**src/fesp_pkg.sv**
```systemverilog
package fesp_pkg;

    // ****************************************
    // Register map
    // ****************************************
    localparam logic [7:0] MAIN_PROT_OFFSET = 8'hC0;
    localparam logic [7:0] SEC_PROT_OFFSET = 8'hC2;
    localparam int SEC_LOCK_BIT = 7;

    // ****************************************
    // Command codes
    // ****************************************
    localparam logic [7:0] CMD_SUSPEND = 8'hB0;
    localparam logic [7:0] CMD_RESUME = 8'h30;
    localparam logic [7:0] CMD_RESET = 8'hF0;

    // ****************************************
    // Timing
    // ****************************************
    localparam int CLK_PERIOD_NS = 10;
    localparam int SUSPEND_MAX_US = 15;
    localparam int ABORT_MAX_US = 25;
    localparam int SUSPEND_CYCLES = (SUSPEND_MAX_US * 1000) / CLK_PERIOD_NS;
    localparam int ABORT_CYCLES = (ABORT_MAX_US * 1000) / CLK_PERIOD_NS;
    localparam int SUSPEND_DELAY_CYCLES = 16;
    localparam int ABORT_DELAY_CYCLES = 32;

    // ****************************************
    // Types
    // ****************************************
    typedef enum logic [5:0] {
        FESP_READ    = 6'h01,
        FESP_PROGRAM = 6'h02,
        FESP_BULK    = 6'h04,
        FESP_SECTOR  = 6'h08,
        FESP_SUSPEND = 6'h10,
        FESP_ABORT   = 6'h20
    } fesp_state_e;

    typedef struct packed {
        logic       valid;
        logic       array_sel;
        logic [2:0] sector;
        logic [7:0] data;
    } fesp_cmd_s;

endpackage : fesp_pkg

```
**src/fesp_flash_ctrl.sv**
```systemverilog
`timescale 1ns/1ns
module fesp_flash_ctrl #(
    parameter int SUSPEND_DELAY = fesp_pkg::SUSPEND_DELAY_CYCLES,
    parameter int ABORT_DELAY = fesp_pkg::ABORT_DELAY_CYCLES
) (
    // Clock and reset sources
    input  wire logic            clk_i,
    input  wire logic            rst_i,
    input  wire logic            ext_reset_i,
    input  wire logic            watchdog_i,
    input  wire logic            low_supply_i,
    input  wire logic            debug_reset_i,
    // Processor command write
    input  wire fesp_pkg::fesp_cmd_s cmd_i,
    input  wire logic            op_program_i,
    input  wire logic            op_bulk_i,
    input  wire logic            op_sector_i,
    input  wire logic            op_done_i,
    // Processor status and register read
    input  wire logic            rd_i,
    input  wire logic            rd_array_i,
    input  wire logic [2:0]      rd_sector_i,
    input  wire logic            reg_rd_i,
    input  wire logic [7:0]      reg_addr_i,
    // Test-port configuration
    input  wire logic            tp_load_i,
    input  wire logic [7:0]      tp_main_prot_i,
    input  wire logic [3:0]      tp_sec_prot_i,
    input  wire logic            tp_lock_i,
    input  wire logic            tp_full_erase_i,
    input  wire logic            tp_access_i,
    // Outputs
    output logic [7:0]           reg_data_o,
    output logic [1:0]           busy_o,
    output logic [1:0]           read_array_o,
    output logic [1:0]           toggle_flag_o,
    output logic                 rd_valid_o,
    output logic [1:0]           start_o,
    output logic [1:0]           halt_o,
    output logic [1:0]           sector_invalid_o,
    output logic                 tp_grant_o,
    output logic                 module_reset_o
);

    // ****************************************
    // Protection and lock
    // ****************************************
    logic [7:0] main_prot;
    logic [3:0] sec_prot;
    logic lock;
    logic mod_rst;

    always_ff @(posedge clk_i or posedge rst_i) begin
        if (rst_i) begin
            main_prot <= 8'h00;
            sec_prot <= 4'h0;
            lock <= 1'b0;
        end else if (tp_full_erase_i) begin
            main_prot <= 8'h00;
            sec_prot <= 4'h0;
            lock <= 1'b0;
        end else if (tp_load_i && !lock) begin
            main_prot <= tp_main_prot_i;
            sec_prot <= tp_sec_prot_i;
            lock <= tp_lock_i;
        end
    end

    // Test-port access is granted only while lock is clear
    always_ff @(posedge clk_i or posedge rst_i) begin
        if (rst_i) begin
            tp_grant_o <= 1'b0;
        end else begin
            tp_grant_o <= tp_access_i && !lock;
        end
    end

    always_ff @(posedge clk_i or posedge rst_i) begin
        if (rst_i) begin
            reg_data_o <= 8'h00;
        end else if (reg_rd_i) begin
            unique case (reg_addr_i)
                fesp_pkg::MAIN_PROT_OFFSET: reg_data_o <= main_prot;
                fesp_pkg::SEC_PROT_OFFSET: reg_data_o <= {lock, 3'b000, sec_prot};
                default: reg_data_o <= 8'h00;
            endcase
        end
    end

    // ****************************************
    // Module reset
    // ****************************************
    assign mod_rst = ext_reset_i | watchdog_i | low_supply_i | debug_reset_i;

    always_ff @(posedge clk_i or posedge rst_i) begin
        if (rst_i) begin
            module_reset_o <= 1'b0;
        end else begin
            module_reset_o <= mod_rst;
        end
    end

    // ****************************************
    // Per-array sequencers
    // ****************************************
    logic [1:0] rd_ok;

    for (genvar a = 0; a < 2; a++) begin : g_arr
        fesp_pkg::fesp_state_e state;
        fesp_pkg::fesp_state_e next_state;
        logic [2:0] erase_sector;
        logic [15:0] cnt;
        logic sel;
        logic prot;
        logic inval;
        logic go_read;

        assign sel = cmd_i.valid && (cmd_i.array_sel == 1'(a));
        // Secondary array has only four sectors
        assign prot = (a == 0) ? main_prot[cmd_i.sector] :
                      (cmd_i.sector[2] ? 1'b1 : sec_prot[cmd_i.sector[1:0]]);
        assign go_read = (cnt == 16'h0000);

        always_comb begin
            next_state = state;
            unique case (state)
                fesp_pkg::FESP_READ: begin
                    if (sel && !prot && op_program_i) begin
                        next_state = fesp_pkg::FESP_PROGRAM;
                    end else if (sel && !prot && op_bulk_i) begin
                        next_state = fesp_pkg::FESP_BULK;
                    end else if (sel && !prot && op_sector_i) begin
                        next_state = fesp_pkg::FESP_SECTOR;
                    end
                end
                fesp_pkg::FESP_PROGRAM, fesp_pkg::FESP_BULK: begin
                    // Reset ignored here
                    if (op_done_i) begin
                        next_state = fesp_pkg::FESP_READ;
                    end
                end
                fesp_pkg::FESP_SECTOR: begin
                    if (op_done_i) begin
                        next_state = fesp_pkg::FESP_READ;
                    end else if (sel && cmd_i.data == fesp_pkg::CMD_SUSPEND) begin
                        next_state = fesp_pkg::FESP_SUSPEND;
                    end else if (sel && cmd_i.data == fesp_pkg::CMD_RESET) begin
                        next_state = fesp_pkg::FESP_ABORT;
                    end
                end
                fesp_pkg::FESP_SUSPEND: begin
                    // Everything else is discarded
                    if (sel && cmd_i.data == fesp_pkg::CMD_RESUME) begin
                        next_state = fesp_pkg::FESP_SECTOR;
                    end else if (sel && cmd_i.data == fesp_pkg::CMD_RESET) begin
                        next_state = fesp_pkg::FESP_READ;
                    end
                end
                fesp_pkg::FESP_ABORT: begin
                    if (go_read) begin
                        next_state = fesp_pkg::FESP_READ;
                    end
                end
                default: next_state = fesp_pkg::FESP_READ;
            endcase
        end

        always_ff @(posedge clk_i or posedge rst_i) begin
            if (rst_i) begin
                state <= fesp_pkg::FESP_READ;
            end else if (mod_rst && state != fesp_pkg::FESP_READ) begin
                state <= fesp_pkg::FESP_ABORT;
            end else begin
                state <= next_state;
            end
        end

        // Countdown to read-array after suspend or abort
        always_ff @(posedge clk_i or posedge rst_i) begin
            if (rst_i) begin
                cnt <= 16'h0000;
            end else if (state != fesp_pkg::FESP_ABORT &&
                         (next_state == fesp_pkg::FESP_ABORT || mod_rst)) begin
                // Module reset wins over a suspend landing in the same cycle
                cnt <= 16'(ABORT_DELAY);
            end else if (state != next_state && next_state == fesp_pkg::FESP_SUSPEND) begin
                cnt <= 16'(SUSPEND_DELAY);
            end else if (cnt != 16'h0000) begin
                cnt <= cnt - 16'h0001;
            end
        end

        always_ff @(posedge clk_i or posedge rst_i) begin
            if (rst_i) begin
                erase_sector <= 3'b000;
            end else if (state == fesp_pkg::FESP_READ && next_state == fesp_pkg::FESP_SECTOR) begin
                erase_sector <= cmd_i.sector;
            end
        end

        // Sticky invalid marker for a suspended erase abandoned by a reset command
        always_ff @(posedge clk_i or posedge rst_i) begin
            if (rst_i) begin
                inval <= 1'b0;
            end else if (state == fesp_pkg::FESP_SUSPEND && next_state == fesp_pkg::FESP_READ) begin
                inval <= 1'b1;
            end else if (state == fesp_pkg::FESP_READ && next_state == fesp_pkg::FESP_SECTOR) begin
                inval <= 1'b0;
            end
        end

        logic busy_now;
        assign busy_now = (state == fesp_pkg::FESP_PROGRAM) || (state == fesp_pkg::FESP_BULK) ||
                          (state == fesp_pkg::FESP_SECTOR) || (state == fesp_pkg::FESP_ABORT) ||
                          (state == fesp_pkg::FESP_SUSPEND && !go_read);

        always_ff @(posedge clk_i or posedge rst_i) begin
            if (rst_i) begin
                toggle_flag_o[a] <= 1'b0;
            end else if (rd_i && rd_array_i == 1'(a) && busy_now) begin
                toggle_flag_o[a] <= ~toggle_flag_o[a];
            end
        end

        always_ff @(posedge clk_i or posedge rst_i) begin
            if (rst_i) begin
                busy_o[a] <= 1'b0;
                read_array_o[a] <= 1'b1;
                start_o[a] <= 1'b0;
                halt_o[a] <= 1'b0;
                sector_invalid_o[a] <= 1'b0;
            end else begin
                busy_o[a] <= busy_now;
                read_array_o[a] <= !busy_now;
                start_o[a] <= (state != next_state) && (next_state == fesp_pkg::FESP_SECTOR);
                halt_o[a] <= (state == fesp_pkg::FESP_SUSPEND) || (state == fesp_pkg::FESP_ABORT);
                sector_invalid_o[a] <= inval;
            end
        end

        assign rd_ok[a] = !(((state == fesp_pkg::FESP_SUSPEND) || inval) &&
                            rd_sector_i == erase_sector);
    end

    always_ff @(posedge clk_i or posedge rst_i) begin
        if (rst_i) begin
            rd_valid_o <= 1'b0;
        end else begin
            rd_valid_o <= rd_i && rd_ok[rd_array_i];
        end
    end

    // ****************************************
    // Checks
    // ****************************************
    property p_suspend_needs_erase;
        @(posedge clk_i) disable iff (rst_i)
        (g_arr[0].state != fesp_pkg::FESP_SECTOR && !mod_rst) |=>
            g_arr[0].state != fesp_pkg::FESP_SUSPEND ||
            $past(g_arr[0].state) == fesp_pkg::FESP_SUSPEND;
    endproperty
    a_suspend_needs_erase: assert property (p_suspend_needs_erase)
        else $error("suspend outside erase");

    property p_suspend_enter;
        @(posedge clk_i) disable iff (rst_i)
        (g_arr[0].state == fesp_pkg::FESP_SECTOR && g_arr[0].sel && !op_done_i && !mod_rst &&
         cmd_i.data == fesp_pkg::CMD_SUSPEND) |=> g_arr[0].state == fesp_pkg::FESP_SUSPEND;
    endproperty
    a_suspend_enter: assert property (p_suspend_enter) else $error("suspend not taken");

    property p_suspend_settle;
        @(posedge clk_i) disable iff (rst_i)
        $rose(g_arr[0].state == fesp_pkg::FESP_SUSPEND) |-> ##[1:20] !g_arr[0].busy_now;
    endproperty
    a_suspend_settle: assert property (p_suspend_settle) else $error("suspend slow");

    property p_reset_ignored;
        @(posedge clk_i) disable iff (rst_i)
        (g_arr[1].state == fesp_pkg::FESP_PROGRAM && !op_done_i && !mod_rst) |=>
            g_arr[1].state == fesp_pkg::FESP_PROGRAM;
    endproperty
    a_reset_ignored: assert property (p_reset_ignored) else $error("program disturbed");

    property p_abort_bound;
        @(posedge clk_i) disable iff (rst_i)
        $rose(g_arr[0].state == fesp_pkg::FESP_ABORT) |->
            ##[1:40] g_arr[0].state == fesp_pkg::FESP_READ;
    endproperty
    a_abort_bound: assert property (p_abort_bound) else $error("abort too slow");

    property p_protect;
        @(posedge clk_i) disable iff (rst_i)
        (g_arr[0].state == fesp_pkg::FESP_READ && g_arr[0].prot && !mod_rst) |=>
            g_arr[0].state == fesp_pkg::FESP_READ;
    endproperty
    a_protect: assert property (p_protect) else $error("protected sector written");

    property p_sec_reg;
        @(posedge clk_i) disable iff (rst_i)
        (reg_rd_i && reg_addr_i == fesp_pkg::SEC_PROT_OFFSET) |=>
            reg_data_o == {$past(lock), 3'b000, $past(sec_prot)};
    endproperty
    a_sec_reg: assert property (p_sec_reg) else $error("secondary register wrong");

    property p_lock_blocks;
        @(posedge clk_i) disable iff (rst_i)
        lock |=> !tp_grant_o;
    endproperty
    a_lock_blocks: assert property (p_lock_blocks) else $error("test port not blocked");

    property p_toggle_idle;
        @(posedge clk_i) disable iff (rst_i)
        (g_arr[0].state == fesp_pkg::FESP_READ) |=> $stable(toggle_flag_o[0]);
    endproperty
    a_toggle_idle: assert property (p_toggle_idle) else $error("toggle while idle");

    c_suspend: cover property (@(posedge clk_i) g_arr[0].state == fesp_pkg::FESP_SUSPEND);
    c_resume: cover property (@(posedge clk_i)
        $past(g_arr[0].state) == fesp_pkg::FESP_SUSPEND &&
        g_arr[0].state == fesp_pkg::FESP_SECTOR);
    c_abort: cover property (@(posedge clk_i) g_arr[1].state == fesp_pkg::FESP_ABORT);

endmodule : fesp_flash_ctrl

```
**config.mk**
```make
export PLATFORM = sky130hd
export DESIGN_NAME = fesp_flash_ctrl
export DESIGN_NICKNAME = d
export VERILOG_FILES = /design/src/fesp_pkg.sv /design/src/fesp_flash_ctrl.sv
export SDC_FILE = /design/constraint.sdc
export NUM_CORES = 1
export LEC_CHECK = 0
export BUFFER_PORTS_ARGS = -buffer_cell sky130_fd_sc_hd__buf_2
export CORE_MARGIN = 5
export CORE_UTILIZATION = 51
export DETAILED_ROUTE_END_ITERATION = 8
export MAX_ROUTING_LAYER = met4
export PLACE_DENSITY = 0.79
export SYNTH_ARGS = -nofsm -noshare
export SYNTH_HDL_FRONTEND = slang
export SYNTH_SLANG_ARGS = --single-unit
```
**constraint.sdc**
```tcl
create_clock -name clk_i -period 3.05 [get_ports clk_i]
set_input_delay 0.61 -clock clk_i [delete_from_list [all_inputs] [get_ports clk_i]]
set_output_delay 0.61 -clock clk_i [all_outputs]
set_load 0.02 [all_outputs]
```
Word-level counts from Yosys, hierarchy flattened
Index checks and enable logic that the tools add are counted.

storage, ports and cells
  register bits after elaboration = 88
  input port bits = 53
  output and inout port bits = 23
  logic and storage cells = 193

operators by class
  $add $sub $neg = 2
  magnitude comparators = 3
  equal/unequal tests = 33
  multiplexer cells = 48
  bitwise gates (word level) = 7
  reductions and logical operators = 73

operator list
  operator                                            count
  2-to-1 mux 6 bit                                    22
  2-to-1 mux 16 bit                                   6
  one-hot mux 6 bit (5 select lines)                  2
  logical AND 1 bit                                   39
  == test 8 bit, second input constant                4
  zero test 16 bit                                    2
  nonzero test 16 bit                                 2
  subtractor 16 x 1 -> 16 bit, second input constant  2
  == test 6 x 1 -> 1 bit, second input constant       4
  == test 6 x 4 -> 1 bit, second input constant       4
  == test 6 x 5 -> 1 bit, second input constant       4
  == test 6 bit, second input constant                4
  2-to-1 mux 8 bit                                    2
  one-hot mux 8 bit (2 select lines)                  1
  logical OR 1 bit                                    14
  == test 6 x 2 -> 1 bit, second input constant       2
  == test 6 x 3 -> 1 bit, second input constant       2
  != test 6 x 1 -> 1 bit, second input constant       2
  != test 6 bit                                       2
  != test 6 bit, second input constant                2
  2-to-1 mux 1 bit                                    11
  zero test 1 bit                                     9
  == test 8 x 6 -> 1 bit, second input constant       1
  2-to-1 mux 4 bit                                    2
  11 further kinds                                    21

Longest topological paths before layout
Gate-level depths: netlist of run 1.

  depth after elaboration = 14
  gate-level depth with buffers = 8
  depth with buffers taken out = 7

Worst setup path after synthesis of run 1
OpenSTA, ideal clock, no wires.

  path kind = input to register
  from = in op_done_i
  to = reg g_arr[1].cnt[7]
  library setup time = 0.119 ns
  arrival time = 2.300 ns
  setup slack = 0.631 ns
  cell stages on the path = 8
  path buffers = 2
  cells stage by stage = or4_4 > or4b_1 > buf_6 > nand4b_1 > o2111ai_2 > nand2_2 > buf_6 > nor2_1

on the way
  longest elaborated chain between the ends = 6
  elaborated cells between the ends (all ways) = 12
  those cells by class = eq/ne: 3; mux: 5; reduce/logical: 4

ends and longest elaborated chain
  element                                                  RTL line                                        text
  from (decl)                                              fesp_flash_ctrl.sv:18                           input wire logic op_done_i,
  2-to-1 mux 6 bit (on tied branches)                      fesp_flash_ctrl.sv:143, fesp_flash_ctrl.sv:138
  one-hot mux 6 bit (5 select lines) (*)                   fesp_flash_ctrl.sv:126                          unique case (state)
  != test 6 bit (tied with other cells)                    fesp_flash_ctrl.sv:186                          end else if (state != next_state && next_state == fesp_pkg::FESP_SUSPEND) begin
  logical AND 1 bit or logical OR 1 bit (tied branches)    fesp_flash_ctrl.sv:186, fesp_flash_ctrl.sv:183
  2-to-1 mux 16 bit or logical AND 1 bit (tied branches)   fesp_flash_ctrl.sv:186, fesp_flash_ctrl.sv:182
  2-to-1 mux 16 bit or nonzero test 3 bit (tied branches)  -
  to (signal assigned)                                     fesp_flash_ctrl.sv:185                          cnt <= 16'(ABORT_DELAY);
  to (signal assigned)                                     fesp_flash_ctrl.sv:187                          cnt <= 16'(SUSPEND_DELAY);
  to (signal assigned)                                     fesp_flash_ctrl.sv:189                          cnt <= cnt - 16'h0001;
  to (decl)                                                fesp_flash_ctrl.sv:112                          logic [15:0] cnt;

Every way passes the cells marked *; elsewhere a longest branch is shown, timed or not.
A chain may end at the register's enable or synchronous reset.

Final worst setup path of run 1
  from = reg g_arr[0].cnt[2]
  to = reg toggle_flag_o[0]

on the way
  longest elaborated chain between the ends = 5

ends and longest elaborated chain
  element                          RTL line                text
  from (decl)                      fesp_flash_ctrl.sv:112
  from (signal assigned)           fesp_flash_ctrl.sv:185
  from (signal assigned)           fesp_flash_ctrl.sv:187
  from (signal assigned)           fesp_flash_ctrl.sv:189
  zero test 16 bit                 fesp_flash_ctrl.sv:122  assign go_read = (cnt == 16'h0000);
  zero test 1 bit                  fesp_flash_ctrl.sv:215  (state == fesp_pkg::FESP_SUSPEND && !go_read);
  logical AND 1 bit                fesp_flash_ctrl.sv:215
  logical OR 1 bit                 fesp_flash_ctrl.sv:214  (state == fesp_pkg::FESP_SECTOR) || (state == fesp_pkg::FESP_ABORT) ||
  logical AND 1 bit                fesp_flash_ctrl.sv:220  end else if (rd_i && rd_array_i == 1'(a) && busy_now) begin
  to (signal, indexed assignment)  fesp_flash_ctrl.sv:221  toggle_flag_o[a] <= ~toggle_flag_o[a];
  to (decl)                        fesp_flash_ctrl.sv:36   output logic [1:0] toggle_flag_o,

No other way between the ends.

==> results.md, run 1 <==
* Result of the run: finished, final reports clean
* Initial antenna violation count at 0
* CTS tree: yes
* Cell at the slowest stage of the critical path: and4_1
* Register area share after synthesis at about half
* Die width at approximately 100 um
* Die area at around 11000 um^2
* # DRC at 0
* Synthesis Warnings at 0
* Max Freq at 395 MHz
* Hold Path Class: in -> async
* WS Path Type: reg -> reg
* Power Density at 616 nW/um^2
* Total power at around 0.0032 W
* Final Hold Viols at 0
* Post-synth ARST share at between 90% and 100%
* Setup_tns at 0 ns
* Clock Pin Slew Worst Setup and Hold Paths at approximately 0.090 ns
* Nets at between 500 and 600
* Synth top area cells: dfrtp_1, nand2_1, nor2_1, xnor2_1, a21oi_1
* Core region area at a little under 9000 um^2
* Area leader, netlist: dfrtp_1
* CP Data Required Time at roughly 3.3 ns
* Placement Cell Area at 4980 um^2
* Final setup vio count at 0
* Drt via density at roughly 5.7
* Pleak at ~2.3 nW
* Kind of cell adding the most delay to the critical path: simple AND/OR/NAND/NOR gates
* Fin crit share at 83.0%
* RSZ-0062 raised after global routing: no
* Max VDD drop at 0.000242 V
* Worst Tran Pin Value at between 0.7 and 0.8 ns
* Post-synth top cells: dfrtp_1, nand2_1, nor2_1, a21oi_1
* Die height at around 100 um
* Max-Cap Viols at 0
* Final Cell Area at between 5000 and 6000 um^2
* Total GRT Usage at 19.9%
* WL final at about 10000 um
* Clock skew at 0.0130 ns
* Post-layout min period at between 2 and 3 ns
* Share of the synthesized area in the top cell type at between 40% and 50%
* Mapped Nets at ~520
* Routability Congestion at approximately 0.9
* Post-cts sizing count at 0
* ANT cells at 0
* CP startpoint kind: flop
* Number of global-route vias before repair at 3682
* Ports at 76
* Root buffer cell: clkbuf_8
* Syn_area_per_cell at 9.72 um^2
* CTS H-tree depth at 3
* Power share of the sequential group at between 50 and 60%
* Post-Syn Area at approximately 4500 um^2
* Internal power at ~0.0021 W
* Hold Buf Count CTS at 0
* Switching part of the total at between 30% and 40%
* Per-cell routed wire length at between 15 and 20 um
* Final Slew Violations at 0
* Psw at around 0.0011 W
* CTS Buf Count at 9
* Synth cell types at 60
* Total clock sinks at ~90
* # fillers at between 700 and 800
* Layout area overhead at 14.8%
* Rows at 34
* Largest net degree at the start of global routing at 53
* Slew Limit Headroom at between 40 and 50%
* Setup crit end kind: flop
* Final HPWL DP at roughly 7600 um
* Setup repair bufs after CTS at 0
* WP buf/inv at 0
* CP Data Arrival Time at approximately 2.8 ns
* Count leader, synth: dfrtp_1
* Post-Synthesis Cells at about 460
* ANT nets after route at 0
* Crit-path most repeated cell: nor3b_1
* DR iter-0 viols at roughly 240
* Clock Tree Buf Depth at 2
* Via Count at roughly 3700
* Crit path max fanout at 13
* Critical path, cell by cell: or3_1 -> nor3b_1 -> and4_1 -> o21a_1 -> nor3b_1 -> xor2_1
* Comb pwr share at 24.0%
* Clk_lat worst skew at 0.36 ns
* Proportion of layout cells with a drive suffix above 1 at 21.8%
* Number of buffers added on ports at 75
* Main flop type after synthesis: dfrtp_1
* Clock Power Share at 25.4%
* Final hold slack at around 0.31 ns
* Pre-antenna DRT Iters at 5
* Max incr delay on CP at 0.59 ns
* Initial Util at 52.0%
* Number of synthesized register bits at just under 90
* Global-route wire length before repair at between 15000 and 20000 um
* GRT overflow at 0
* Number of synthesized flops with an enable pin at 0
[final cells by class]
class | instances | area (um^2) | area share, %
Sequential cell | 88 | 2210 | 42.6
Tap cell | 108 | 135 | 2.61
Inverter | 19 | 72.6 | 1.40
Multi-Input combinational cell | 339 | 2150 | 41.5
Clock buffer | 10 | 128 | 2.47
Timing Repair Buffer | 79 | 418 | 8.07
Clock inverter | 6 | 68.8 | 1.33
[registers in the layout (all words and copies together) (netlist names)]
signal	count
sec_prot	4
main_prot	8
g_arr.erase_sector	6
g_arr.state	12
start_o	2
rd_valid_o	1
busy_o	2
module_reset_o	1
toggle_flag_o	2
tp_grant_o	1
sector_invalid_o	2
reg_data_o	8
g_arr.cnt	32
halt_o	2
read_array_o	2
g_arr.inval	2
lock	1
[placed cells by master, fill, tap and decap left out, drive strengths merged, types with 3 or more instances in the layout]
cell    count
nand2b      4
and2        3
nor2b       8
inv        19
mux2i       7
xnor2      19
mux2        5
nor4b       4
dfrtp      84
or3         5
mux4        3
nor3b       5
a21oi      34
nor3       20
clkinv      4
xor2       17
o31ai       6
nand2      52
a32o        4
clkbuf     10
o21ai      16
a211oi      4
nand4       6
nand3       8
o21a        3
o211ai      3
or4         5
buf        79
nor2       47
o22ai       7
nor4       12
nand3b      6
dfstp       4
[layer usage]
layer	global-route usage [%]	vias up	share of wire (%)
met5	-	-	0
met4	5.09	0	1.1
met3	4.03	10	5.5
met2	32.0	119	49
met1	26.0	1806	44
li1	-	1789	-
[logic make-up after synthesis]
group	count (synthesis)	synth area share, %
AO/OA/AOI/OAI	91	13.0
XOR/XNOR	36	6.99
adder cells (fa/ha/maj)	2	0.555
buffers and inverters	37	3.47
flip-flops	88	48.9
multiplexers	15	4.30
AND/OR/NAND/NOR	195	22.7
[metrics by stage]
| stage | cells | util (%) | setup WS [ns] |
|---|---|---|---|
| after floorplan | 464 | - | 0.168 |
| after global placement | 633 | 57.4 | 0.310 |
| after detailed placement | 633 | 57.4 | 0.248 |
| after CTS | 649 | 59.6 | 0.502 |
| after global routing | 649 | 59.6 | 0.361 |
| final | 649 | 59.6 | 0.518 |
[power groups by stage]
stage	registers, W	clock network [W]	logic [W]
floorplan	0.00160	0	0.000582
global placement	0.00161	0	0.000735
detailed placement	0.00163	0	0.000772
CTS	0.00161	0.000825	0.000776
global route	0.00165	0.000875	0.000867
finish	0.00161	0.000811	0.000764
[final timing paths]
kind | from | to | slack (ns) | depth (start not counted)
worst min register to register | g_arr[1].inval$_DFFE_PP0P_ | sector_invalid_o[1]$_DFF_PP0_ | 0.41 | 0
max in group asynchronous | rst_i | g_arr[1].state[0]$_DFF_PP1_ | 2.02 | 3
worst max register to register | g_arr[0].cnt[2]$_DFFE_PP0P_ | toggle_flag_o[0]$_DFFE_PP0P_ | 0.52 | 6
worst min-delay path | rst_i | busy_o[0]$_DFF_PP0_ | 0.31 | 2
min in group clk_i | g_arr[1].inval$_DFFE_PP0P_ | sector_invalid_o[1]$_DFF_PP0_ | 0.41 | 0
worst max-delay path | g_arr[0].cnt[2]$_DFFE_PP0P_ | toggle_flag_o[0]$_DFFE_PP0P_ | 0.52 | 6
Power figures use the tool's default switching activity.
==> inputs of run 2 (changes only) <==
- ABC_AREA: not set -> 1
- clock period: 3.05 -> 2.25 ns (I/O delays scaled with it)
==> results.md, run 2 <==
* Final Slew Violations at 0
* Placed Cells at slightly above 800
* Post-layout min period at about 2 ns
* DR iter-0 viols at between 200 and 300
* Number of buffers added on ports at 75
* Post-synth ARST share at 100%
* Number of synthesized flops with an enable pin at 0
* Synth cell types at 38
* Post-cts sizing count at 0
* Die area at 11500 um^2
* Routability Congestion at around 0.9
* Result of the run: finished, final reports clean
* Ports at between 70 and 80
* ANT nets after route at 0
* Clock Pin Slew Worst Setup and Hold Paths at roughly 0.080 ns
* Nets at 750
* Fin crit share at between 90% and 100%
* Finished Layout Cells at roughly 830
* CTS H-tree depth at 3
* WS Path Type: reg -> reg
* Most common cell after layout, fill and taps aside: nand2_1
* RSZ-0062 raised after global routing: no
* Hold Path Class: in -> async
* Total GRT Usage at between 20% and 30%
* Final setup vio count at 0
* GRT overflow at 0
* Crit path max fanout at 16
* WP buf/inv at 2
* Max Freq at around 490 MHz
* Number of global-route vias before repair at 4083
* Initial Util at 52.1%
* Share of the synthesized area in the top cell type at roughly 44%
* Count leader, synth: nand2_1
* Clk_lat worst skew at roughly 0.35 ns
* Synthesis Warnings at 0
* WL final at between 10000 and 15000 um
* Worst Tran Pin Value at between 0.5 and 0.6 ns
* Clock skew at slightly below 0.01 ns
* Drt via density at 5.13
* Slew Limit Headroom at between 60% and 70%
* Core Util, Final at roughly 60%
* Top Registers: g_arr.cnt x32, g_arr.state x12
* CTS tree: yes
* Setup_tns at 0 ns
* Crit-path most repeated cell: nand2_2
* Setup repair bufs after CTS at 0
* CTS Buf Count at 9
* Hold Buf Count CTS at 0
* Area leader, netlist: dfrtp_1
* Max reg flops at 32
* Pre-antenna DRT Iters at 5
* Pleak at between 2 and 3 nW
* Mapped Nets at roughly 670
* Proportion of layout cells with a drive suffix above 1 at between 20 and 25%
* Setup crit end kind: flop
* Root buffer cell: clkbuf_8
* Most frequent cells in the layout: nand2_1, dfrtp_1, inv_1
* Global-route wire length before repair at approximately 19000 um
* Kind of cell adding the most delay to the critical path: simple AND/OR/NAND/NOR gates
* Clock Tree Buf Depth at 2
* Critical path depth in cells at 12
* Total clock sinks at slightly below 90
* Number of synthesized register bits at slightly below 90
* Final HPWL DP at a little over 8000 um
* Rows at 35
* # DRC at 0
* Final Hold Viols at 0
* Max-Cap Viols at 0
* Syn_area_per_cell at between 7 and 8 um^2
* Per-cell routed wire length at ~13 um
* Max VDD drop at a little over 0.0004 V
* Die height at 107 um
* CP Data Arrival Time at ~2.3 ns
* Largest reg by FF count: g_arr.cnt
* Power Density at a little under 900 nW/um^2
* # fillers at between 700 and 800
* CP Data Required Time at about 2.5 ns
* Largest net degree at the start of global routing at 89
* Register area share after synthesis at 45.8%
* CP startpoint kind: flop
* Via Count at 4249
* Post-Syn Area at approximately 4800 um^2
* Main flop type after synthesis: dfrtp_1
* Post-synth top cells: nand2_1, dfrtp_1, inv_1, nor2_1, nand3_1
* Critical path, cell by cell: inv_1 -> ha_1 -> nand3_2 -> inv_2 -> nand2_4 -> nor2_4 -> nand2_4 -> nand2_2 -> nand3_1 -> nand2_2 -> nand2_2 -> a21oi_1
* Initial antenna violation count at 0
* Core region area at 9240 um^2
* Die width at about 110 um
* ANT cells at 0
* Layout area overhead at 15.9%
* Cell at the slowest stage of the critical path: dfrtp_1
* Max incr delay on CP at about 0.4 ns
* Synth top area cells: dfrtp_1, nand2_1, inv_1, nand3_1, nor2_1
* Post-Synthesis Cells at approximately 610
* FF-to-FF path depth at 12
run 2: cell count changes after synthesis, sizes merged, moves of 9 or more:
cell,previous run,this run
nand2,52,154
clkbuf,14,4
nor3,20,9
o21ai,16,29
xnor2,19,10
nor2,47,85
nand3,8,54
inv,19,87
run 2: worst paths after layout:
path	slack, ns	endpoint	startpoint
max	0.22	g_arr[1].cnt[12]$_DFFE_PP0P_	g_arr[1].cnt[0]$_DFFE_PP0P_
min	0.23	g_arr[1].cnt[14]$_DFFE_PP0P_	rst_i
max reg2reg	0.22	g_arr[1].cnt[12]$_DFFE_PP0P_	g_arr[1].cnt[0]$_DFFE_PP0P_
min reg2reg	0.42	sector_invalid_o[1]$_DFF_PP0_	g_arr[1].inval$_DFFE_PP0P_
max in group asynchronous	1.66	g_arr[0].state[0]$_DFF_PP1_	rst_i
min in group clk_i	0.27	lock$_DFFE_PP0P_	tp_full_erase_i
run 2: worst reg2reg max path: stages, from the launching register on:
cell and delay [ns]:
dfrtp_1 0.40, inv_1 0.09, ha_1 0.22, nand3_2 0.12, inv_2 0.09, nand2_4 0.07
nor2_4 0.11, nand2_4 0.13, nand2_2 0.10, nand3_1 0.08, nand2_2 0.09, nand2_2 0.23
a21oi_1 0.23
run 2: per-stage QoR:
step	total power, W	cell area [um^2]	worst slack [ns]	hold slack [ns]
2_1_floorplan	0.00328	4820	0.609	0.375
3_3_place_gp	0.00353	5350	0.300	0.394
3_5_place_dp	0.00360	5350	0.239	0.396
4_1_cts	0.00490	5580	0.184	0.240
5_1_grt	0.00521	5580	0.00333	0.256
6_report	0.00487	5580	0.216	0.227
run 2: kinds of logic after synthesis:
| family | count (synthesis) | synth area share [%] |
|---|---|---|
| AND/OR/NAND/NOR | 327 | 32.4 |
| buffers and inverters | 96 | 8.00 |
| flip-flops | 88 | 45.8 |
| AO/OA/AOI/OAI | 73 | 8.39 |
| XOR/XNOR | 27 | 4.91 |
| adder cells (fa/ha/maj) | 2 | 0.519 |
run 2: routing by layer:
layer,wire length [um],track usage [%],up-vias
li1,-,-,2121
met1,5040,28.7,1960
met2,4760,30.2,146
met3,680,3.43,22
met4,235,6.94,0
met5,0,-,-
run 2: final cells by class:
cell class | count | area [um^2] | area share (%)
timing repair buffer | 79 | 418 | 7.49
clock inverter | 3 | 90.1 | 1.61
inverter | 88 | 335 | 6.01
clock buffer | 12 | 145 | 2.60
tap | 129 | 161 | 2.89
multi-input combinational | 429 | 2230 | 39.9
sequential | 88 | 2210 | 39.5
run 2: where the power goes:
group          leakage [nW]  internal (W)  switching, W  total, W
clock network         0.117      0.000764      0.000524   0.00129
logic                  1.60      0.000598      0.000820   0.00142
registers              1.10       0.00189      0.000269   0.00216
total                  2.81       0.00325       0.00161   0.00487
